==> src/esc_cfg.svh <==
`ifndef ESC_CFG_SVH
`define ESC_CFG_SVH
// Register byte offsets
`define OFF_GUARD 12'h000
`define OFF_CHAR 12'h004
`define OFF_TIMEOUT 12'h008
`define OFF_RATE 12'h00c
`define OFF_CMD 12'h010
`define OFF_STATUS 12'h014
// Reset values
`define RST_GUARD 12'h3e8
`define RST_CHAR 8'h2b
`define RST_TIMEOUT 10'h064
`define RST_RATE 4'h3
// Ranges
`define GUARD_MIN 12'h001
`define GUARD_MAX 12'hce4
`define TIMEOUT_MIN 10'h002
`define TIMEOUT_MAX 10'h28f
// Command register bits
`define CMD_APPLY 0
`define CMD_LEAVE 1
`define CMD_VALID 2
// Timebase and escape sequence length
`define TICK_MS_NS 1000000
`define CLK_NS 50
`define TICKS_PER_100MS 100
`define ESC_COUNT 3
`endif

==> src/esc_pkg.sv <==
package esc_pkg;
  typedef enum logic [1:0] {
    ST_IDLE = 2'b00,
    ST_PRE = 2'b01,
    ST_POST = 2'b10,
    ST_CMD = 2'b11
  } mode_type;
endpackage

==> src/ms_tick_if.sv <==
`timescale 1ns/10ps
interface ms_tick_if;
  logic ms_tick;
  modport src(output ms_tick);
  modport dst(input ms_tick);
endinterface

==> src/command_mode_escape_detector.sv <==
`timescale 1ns/10ps
`include "esc_cfg.svh"
module command_mode_escape_detector
  import esc_pkg::*;
#(
  parameter bit TRANSPARENT = 1'b1
) (
  input wire logic pclk,
  input wire logic presetn,
  input wire logic psel,
  input wire logic penable,
  input wire logic pwrite,
  input wire logic [11:0] paddr,
  input wire logic [31:0] pwdata,
  output logic [31:0] prdata,
  output logic pready,
  output logic pslverr,
  input wire logic [7:0] rx_char,
  input wire logic rx_valid,
  output logic command_mode,
  output logic [3:0] live_rate
);
  import esc_pkg::*;

  // ****************************************
  // Timebase
  // ****************************************
  ms_tick_if tk_if();
  ms_timebase u_tb (
    .pclk(pclk),
    .presetn(presetn),
    .tk(tk_if)
  );
  logic tick;
  assign tick = tk_if.ms_tick;

  // ****************************************
  // Registers
  // ****************************************
  logic [11:0] guard_r, guard_nxt;
  logic [7:0] char_r, char_nxt;
  logic [9:0] tmo_r, tmo_nxt;
  logic [3:0] rate_q_r, rate_q_nxt;
  logic [3:0] rate_r, rate_nxt;
  logic [31:0] rd_r, rd_nxt;
  logic rdy_r, rdy_nxt;
  logic err_r, err_nxt;
  logic apply_req, leave_req, valid_req;
  mode_type mode_r, mode_nxt;
  logic [11:0] quiet_r, quiet_nxt;
  logic [1:0] seen_r, seen_nxt;
  logic [6:0] sub_r, sub_nxt;
  logic [9:0] idle_r, idle_nxt;
  logic cmdm_r, cmdm_nxt;

  wire acc = psel && penable && !rdy_r;
  wire wr = acc && pwrite;

  function automatic logic known(input logic [11:0] a);
    known = (a == `OFF_GUARD) || (a == `OFF_CHAR) || (a == `OFF_TIMEOUT) ||
            (a == `OFF_RATE) || (a == `OFF_CMD) || (a == `OFF_STATUS);
  endfunction

  always_comb begin
    guard_nxt = guard_r;
    char_nxt = char_r;
    tmo_nxt = tmo_r;
    rate_q_nxt = rate_q_r;
    rate_nxt = rate_r;
    rd_nxt = rd_r;
    rdy_nxt = acc;
    err_nxt = acc && !known(paddr);
    apply_req = 1'b0;
    leave_req = 1'b0;
    valid_req = 1'b0;
    if (wr) begin
      case (paddr)
        `OFF_GUARD: begin
          // Out-of-range values are ignored, setting kept
          if (pwdata[11:0] >= `GUARD_MIN && pwdata[11:0] <= `GUARD_MAX &&
              pwdata[31:12] == 20'h00000) begin
            guard_nxt = pwdata[11:0];
          end
        end
        `OFF_CHAR: char_nxt = pwdata[7:0];
        `OFF_TIMEOUT: begin
          if (pwdata[9:0] >= `TIMEOUT_MIN && pwdata[9:0] <= `TIMEOUT_MAX &&
              pwdata[31:10] == 22'h0) begin
            tmo_nxt = pwdata[9:0];
          end
        end
        `OFF_RATE: rate_q_nxt = pwdata[3:0];
        `OFF_CMD: begin
          apply_req = pwdata[`CMD_APPLY];
          leave_req = pwdata[`CMD_LEAVE];
          valid_req = pwdata[`CMD_VALID];
        end
        default: begin
        end
      endcase
    end
    if (apply_req || leave_req) begin
      rate_nxt = rate_q_r;
    end
    if (acc && !pwrite) begin
      case (paddr)
        `OFF_GUARD: rd_nxt = {20'h00000, guard_r};
        `OFF_CHAR: rd_nxt = {24'h000000, char_r};
        `OFF_TIMEOUT: rd_nxt = {22'h0, tmo_r};
        `OFF_RATE: rd_nxt = {24'h000000, rate_r, rate_q_r};
        `OFF_STATUS: rd_nxt = {30'h0, mode_r};
        default: rd_nxt = 32'h00000000;
      endcase
    end
  end

  // ****************************************
  // Escape detection and command mode
  // ****************************************
  wire quiet_ok = (quiet_r >= guard_r);
  wire hit = rx_valid && (rx_char == char_r);

  always_comb begin
    mode_nxt = mode_r;
    seen_nxt = seen_r;
    sub_nxt = sub_r;
    idle_nxt = idle_r;
    quiet_nxt = quiet_r;
    if (tick && !quiet_ok) begin
      quiet_nxt = quiet_r + 12'h001;
    end
    if (rx_valid) begin
      quiet_nxt = 12'h000;
    end
    case (mode_r)
      ST_IDLE: begin
        seen_nxt = 2'b00;
        // Leading silence must be complete before the first char
        if (TRANSPARENT && hit && quiet_ok) begin
          mode_nxt = ST_PRE;
          seen_nxt = 2'b01;
        end
      end
      ST_PRE: begin
        if (rx_valid) begin
          if (hit && seen_r != 2'(`ESC_COUNT)) begin
            seen_nxt = seen_r + 2'b01;
          end else begin
            mode_nxt = ST_IDLE;
          end
        end else if (tick && seen_r != 2'(`ESC_COUNT)) begin
          mode_nxt = ST_IDLE; // Gap between sequence chars
        end else if (seen_r == 2'(`ESC_COUNT)) begin
          mode_nxt = ST_POST;
        end
      end
      ST_POST: begin
        if (rx_valid) begin
          mode_nxt = ST_IDLE;
        end else if (quiet_ok) begin
          mode_nxt = ST_CMD;
          idle_nxt = 10'h000;
          sub_nxt = 7'h00;
        end
      end
      ST_CMD: begin
        if (tick) begin
          sub_nxt = sub_r + 7'h01;
          if (sub_r == 7'(`TICKS_PER_100MS - 1)) begin
            sub_nxt = 7'h00;
            idle_nxt = idle_r + 10'h001;
          end
        end
        if (valid_req) begin
          idle_nxt = 10'h000;
          sub_nxt = 7'h00;
        end
        if (leave_req || idle_r >= tmo_r) begin
          mode_nxt = ST_IDLE;
        end
      end
      default: mode_nxt = ST_IDLE;
    endcase
    cmdm_nxt = (mode_nxt == ST_CMD);
  end

  always_ff @(posedge pclk or negedge presetn) begin
    if (!presetn) begin
      guard_r <= `RST_GUARD;
      char_r <= `RST_CHAR;
      tmo_r <= `RST_TIMEOUT;
      rate_q_r <= `RST_RATE;
      rate_r <= `RST_RATE;
      rd_r <= 32'h00000000;
      rdy_r <= 1'b0;
      err_r <= 1'b0;
      mode_r <= ST_IDLE;
      quiet_r <= 12'h000;
      seen_r <= 2'b00;
      sub_r <= 7'h00;
      idle_r <= 10'h000;
      cmdm_r <= 1'b0;
    end else begin
      guard_r <= guard_nxt;
      char_r <= char_nxt;
      tmo_r <= tmo_nxt;
      rate_q_r <= rate_q_nxt;
      rate_r <= rate_nxt;
      rd_r <= rd_nxt;
      rdy_r <= rdy_nxt;
      err_r <= err_nxt;
      mode_r <= mode_nxt;
      quiet_r <= quiet_nxt;
      seen_r <= seen_nxt;
      sub_r <= sub_nxt;
      idle_r <= idle_nxt;
      cmdm_r <= cmdm_nxt;
    end
  end

  assign prdata = rd_r;
  assign pready = rdy_r;
  assign pslverr = err_r;
  assign command_mode = cmdm_r;
  assign live_rate = rate_r;
endmodule

==> src/ms_timebase.sv <==
`timescale 1ns/10ps
`include "esc_cfg.svh"
module ms_timebase #(
  parameter int CYCLES_PER_MS = `TICK_MS_NS / `CLK_NS
) (
  input wire logic pclk,
  input wire logic presetn,
  ms_tick_if.src tk
);
  logic [15:0] cnt_r;
  logic [15:0] cnt_nxt;
  logic tick_r;
  logic tick_nxt;

  always_comb begin
    tick_nxt = 1'b0;
    cnt_nxt = cnt_r + 16'h0001;
    if (cnt_r == 16'(CYCLES_PER_MS - 1)) begin
      cnt_nxt = 16'h0000;
      tick_nxt = 1'b1;
    end
  end

  always_ff @(posedge pclk or negedge presetn) begin
    if (!presetn) begin
      cnt_r <= 16'h0000;
      tick_r <= 1'b0;
    end else begin
      cnt_r <= cnt_nxt;
      tick_r <= tick_nxt;
    end
  end

  assign tk.ms_tick = tick_r;
endmodule

==> config.mk <==
export PLATFORM = sky130hd
export DESIGN_NAME = command_mode_escape_detector
export DESIGN_NICKNAME = d
export VERILOG_FILES = /design/src/esc_pkg.sv /design/src/ms_tick_if.sv /design/src/command_mode_escape_detector.sv /design/src/ms_timebase.sv
export VERILOG_INCLUDE_DIRS = /design/src
export SDC_FILE = /design/constraint.sdc
export NUM_CORES = 1
export LEC_CHECK = 0
export ABC_AREA = 1
export BUFFER_PORTS_ARGS = -buffer_cell sky130_fd_sc_hd__buf_2
export CAP_MARGIN = 30
export CORE_AREA = 2 2 109 111
export CTS_BUF_LIST = sky130_fd_sc_hd__clkbuf_4 sky130_fd_sc_hd__clkbuf_8 sky130_fd_sc_hd__clkbuf_16
export DETAILED_ROUTE_END_ITERATION = 10
export DIE_AREA = 0 0 111 113
export HOLD_SLACK_MARGIN = 0.1
export PLACE_DENSITY = 0.79
export SYNTH_ARGS = -nofsm -noshare
export SYNTH_HDL_FRONTEND = slang
export SYNTH_SLANG_ARGS = --single-unit
==> constraint.sdc <==
create_clock -name pclk -period 2.1 [get_ports pclk]
set_input_delay 0.105 -clock pclk [delete_from_list [all_inputs] [get_ports pclk]]
set_output_delay 0.105 -clock pclk [all_outputs]
set_load 0.01 [all_outputs]
Word level (Yosys, flattened, before mapping)
Index checks and enable logic that the tools add are counted.

Logic and storage cells: 122. Input bits: 58. Output and inout bits: 39. Register bits: 123.

Equal/unequal tests: 20. Multiplexer cells: 36. Magnitude comparators: 6. Reductions and logical operators: 39. Add/sub/neg operators: 5.

Operators with widths (count): $pmux 12 s5 (1); $mux 10 (5); $mux 7 (5); $eq 12x4->1 const B (2); $eq 12x5->1 const B (2); $mux 12 (2); $logic_not 22->1 (1); $logic_not 20->1 (1); $mux 2 (10); $pmux 10 s2 (1); $add 16x1->16 const B (1); $eq 16x15->1 const B (1); $mux 16 (1); $logic_and 1x1->1 (14); $pmux 7 s2 (1); $add 12x1->12 const B (1); $eq 12x3->1 const B (1); $ge 12x1->1 const B (1); $ge 12x12->1 (1); $le 12x12->1 const B (1); $logic_not 12->1 (1); $add 10x1->10 const B (1); $ge 10x10->1 (1); $ge 10x2->1 const B (1); 21 further kinds (49).

Depth between registers and ports, before layout
Depth after elaboration: 8. Depth in mapped cells: 15. Depth with buffers taken out: 14.

By module
Synthesis repeated with hierarchy kept, for this count alone.

Cells, all modules: 933. Area total of the unflattened synthesis: 6827.8 µm².

By module, submodules not included: command_mode_escape_detector (sequential area each 2173.3 µm², cells an instance 815, area each 5918.2 µm², times used 1); ms_timebase (sequential area each 425.4 µm², cells an instance 118, area each 909.6 µm², times used 1).

Worst setup path before layout
No wires, ideal clock.

Path kind: register to register. Start point: reg guard_r[9]. End point: reg sub_r[5]. Data required time: 1.981 ns. Arrival: 1.794 ns. Path slack: 0.187 ns. Path buffers: 1. Cell stages (with the launch flop): 15. Library setup time: 0.119 ns. Period minus slack after synthesis: 1.913 ns. Cell sequence: dfstp_2 inv_1 ha_1 nand2_1 nor2_1 nand2_1 nor2_1 nand2_1 nand2_2 nand2_1 nand2_1 nand2_2 buf_6 nand2_1 o21ai_2.

Word-level cells in the longest chain between the ends: 3.

Ends and longest elaborated chain: from (decl) (RTL line command_mode_escape_detector.sv:40) `logic [11:0] guard_r, guard_nxt;`; from (signal assigned) (RTL line command_mode_escape_detector.sv:189) `` guard_r <= `RST_GUARD; ``; from (signal assigned) (RTL line command_mode_escape_detector.sv:204) `guard_r <= guard_nxt;`; $ge 12x12->1 (RTL line command_mode_escape_detector.sv:120) `wire quiet_ok = (quiet_r >= guard_r);`; $ne 2x2->1 (no line); $reduce_and 4->1 (no line); to (signal assigned) (RTL line command_mode_escape_detector.sv:215) `sub_r <= sub_nxt;`; to (decl) (RTL line command_mode_escape_detector.sv:52) `logic [6:0] sub_r, sub_nxt;`.

Every way passes these cells. A chain may end at the register's enable or synchronous reset.

Worst setup path after layout
Start point: reg guard_r[9]. End point: reg idle_r[0].

Word-level cells in the longest chain between the ends: 3.

Ends and longest elaborated chain: $ge 12x12->1 (RTL line command_mode_escape_detector.sv:120); $ne 2x2->1 (no line); $reduce_and 5->1 (no line); to (signal assigned) (RTL line command_mode_escape_detector.sv:216) `idle_r <= idle_nxt;`; to (decl) (RTL line command_mode_escape_detector.sv:53) `logic [9:0] idle_r, idle_nxt;`.

Every way passes these cells.

==> impl_metrics.tcl <==
set metrics [dict create \
    fillers 936 \
    p_per_area_nw_per_um2 553 \
    grt_pass1_vias 5471 \
    grt.total_usage_pct 25.3 \
    cts.sinks 103 \
    htreeDepth 3 \
    ys.flop_type "dfrtp_1" \
    synth.area.top_cells "dfrtp_1 33%, nand2_1 13%, dfstp_2 6.9%, inv_1 6.1%, ha_1 5.3%" \
    dr_wl_met2_um 7440 \
    critPathMaxFanout 5 \
    cts.root.buffer_cell "clkbuf_16" \
    drt_iter0_drc 507 \
    clkSlewWorstSetupHoldPaths_ns 0.07 \
    cpLargestDelayFamily "simple AND/OR/NAND/NOR gates" \
    coreArea_um2 11300 \
    layout_commonest_cell "nand2_1" \
    gp_congestion 0.870 \
    drt_drc_violations_left 0 \
    ys_ff_latch 103 \
    worstPathCellList "inv_2 > ha_4 > nand2_2 > nor2_4 > nand2_2 > nor2_2 > nand2_2 > nand2_2 > nand2_2 > nand2_4 > nand3_4 > nand2_2 > nand2_1" \
    wl_met1_um 6980 \
    io_pins 97 \
    synth.distinct_cells 44 \
    synth-seq-area-share_pct 40.4 \
    highest_layer "met4" \
    start_util_pct 57.0 \
    rows 39 \
    clk_latency_ns 0.36 \
    arrival_ns 2.26 \
    fin_ws_ns 0.0858 \
    hpwl_um 11300 \
    final_nets 1039 \
    cp-end-kind "register" \
    max_stage_delay_ns 0.54 \
    cp_slowest_cell "dfstp_2" \
    grt_max_degree 41 \
    ant_nets 0 \
    mostFrequentLayoutCells "210 x nand2_1, 101 x inv_1, 86 x dfrtp_1, 76 x nor2_1, 75 x buf_2" \
    wl_per_cell_um 14.4 \
    setup_violations 0 \
    ir_worst_vdd_v 0.000405 \
    timing.fmax_mhz 496 \
    worst_pin_slew_ns 0.556 \
    crit_required_ns 2.35 \
    area_growth_pct 19.0 \
    wl_um 15800 \
    drive_gt1_share_pct 20.0 \
    chipWidth_um 111 \
    dieArea_um2 12500 \
    synth_cells 844 \
    slew_headroom_pct 62.9 \
    avgViaCountPerCell 5.32 \
    critPathLaunchType "register" \
    firstDrtPassIters 5 \
    slew_viol_final 0 \
    die_h_um 113 \
    fin_skew_ns 0.00922 \
    worstSetupPathType "reg2reg" \
    synth_top_cell_by_area "dfrtp_1" \
    min_period_over_period_pct 95.9 \
    maxCapViolCount 0 \
    num_vias 5860 \
    crit_top_cell "nand2_2" \
    clk_path_buf_depth 2 \
    port_buffers 76 \
    synth.cell_area_um2 6430 \
    cts_buffers 9 \
    syn_area_per_cell_um2 7.62 \
    period_minus_slack_ns 2.01 \
    antenna_found_initial 0 \
    ys_async_sr_fraction_pct 100 \
    place_ws_ns 0.00815 \
    num_antenna_cells 0 \
    final-hold-violation-count 0 \
    grt_overflow 0 \
    cts_tree "built" \
    timing.critical_path.buf_inv 1 \
    netlist.area_leader.share_pct 33.5 \
    status "completed" \
    final_cell_area_um2 7650 \
    hp-class "in2reg" \
    ys_warn_count 0 \
    postPlaceCellArea_um2 7000 \
    wl_met3_um 1070 \
    grt_pass1_wl_um 25800 \
    p_leak_nw 3.83 \
    synth-edff-count 0 \
]
==> registers in the layout, summed over array words and instances, names as in the netlist <==
signal	cells
u_tb.tk.ms_tick	1
sub_r	7
pslverr	1
command_mode	1
prdata	12
mode_r	2
tmo_r	10
idle_r	10
u_tb.cnt_r	16
guard_r	12
rate_q_r	4
char_r	8
live_rate	4
pready	1
seen_r	2
quiet_r	12
==> cell type report <==
cell class / count / area (um^2) / area share, %
clock inverters: 6 / 108 / 1.41
multi-input cells: 616 / 3390 / 44.3
repair buffers: 111 / 712 / 9.31
clock buffers: 10 / 239 / 3.12
inverters: 113 / 427 / 5.58
well taps: 143 / 179 / 2.34
flip-flops and latches: 103 / 2600 / 34.0
==> cells by family (layout without fill, tap and decap cells) <==
logic type      count (synthesis)  in the layout  share of synthesized area [%]
xor+xnor                       28             28                           3.82
fa+ha+maj                      27             27                           5.26
other cells                     1             20                         0.0583
flops                         103            103                           40.4
simple gates                  433            435                           30.4
buf+inv                       146            240                           10.2
compound gates                106            106                           9.89
==> Yosys cell counts, types with 6 or more instances <==
master   number
a21oi_1      14
buf_2         6
buf_4        20
dfrtp_1      86
dfstp_2      17
ha_1         27
inv_1       104
inv_2         8
nand2_1     223
nand3_1      61
nand4_1      17
nor2_1       79
nor3_1       18
o21a_1       10
o21ai_0      19
o21ai_1      34
o21ai_2       7
o22ai_1      10
o31ai_1       6
xnor2_1       8
xor2_1       20
==> worst reg2reg max path: stages (launching register included) <==
cell,delay [ns]
dfstp_2,0.54
inv_2,0.06
ha_4,0.26
nand2_2,0.06
nor2_4,0.13
nand2_2,0.08
nor2_2,0.12
nand2_2,0.08
nand2_2,0.09
nand2_2,0.07
nand2_4,0.14
nand3_4,0.14
nand2_2,0.10
nand2_1,0.04
==> what timing repair did <==
item                                   4_1_cts  5_1_grt
cloned                                       0        2
buffers inserted                             0        1
endpoints found under the hold margin       50        0
setup endpoints to repair                    1       29
hold buffers                                15        0
gates resized for setup                      0       36
pin swaps                                    0       16
==> worst paths after layout <==
kind                       slack, ns  depth (start not counted)  startpoint         end
setup / recovery                0.09                         13  guard_r[9]   idle_r[0]
setup reg to reg                0.09                         13  guard_r[9]   idle_r[0]
min in group asynchronous       0.27                          2     presetn    tmo_r[0]
hold / removal                  0.14                          2    rx_valid  quiet_r[6]
hold reg to reg                 0.47                          2   prdata[6]   prdata[6]
max in group asynchronous       1.20                          3     presetn  guard_r[8]
==> stage by stage <==
| step | power, mW | hold slack, ns | utilization [%] | TNS, ns | instances |
|---|---|---|---|---|---|
| floorplan | 2.17 | -0.191 | - | 0 | 863 |
| global placement | 2.29 | 0.130 | 62.1 | 0 | 1068 |
| detailed placement | 2.29 | 0.129 | 62.1 | 0 | 1068 |
| CTS | 4.23 | 0.129 | 66.5 | -0.00511 | 1099 |
| global route | 4.35 | 0.148 | 67.9 | -0.0134 | 1102 |
| finish | 4.23 | 0.144 | 67.9 | 0 | 1102 |
==> layer usage <==
layer	up-vias	track usage [%]
li1	2912	-
met1	2719	34.6
met2	202	41.4
met3	27	4.45
met4	0	8.00
met5	-	0
==> where the power goes <==
part	internal [mW]	total (mW)	switching, mW	leakage, nW
clock	1.19	1.96	0.762	0.168
sequential	1.99	2.00	0.00407	1.33
combinational	0.105	0.276	0.171	2.33
total	3.29	4.23	0.938	3.83
Power figures use the tool's default switching activity.
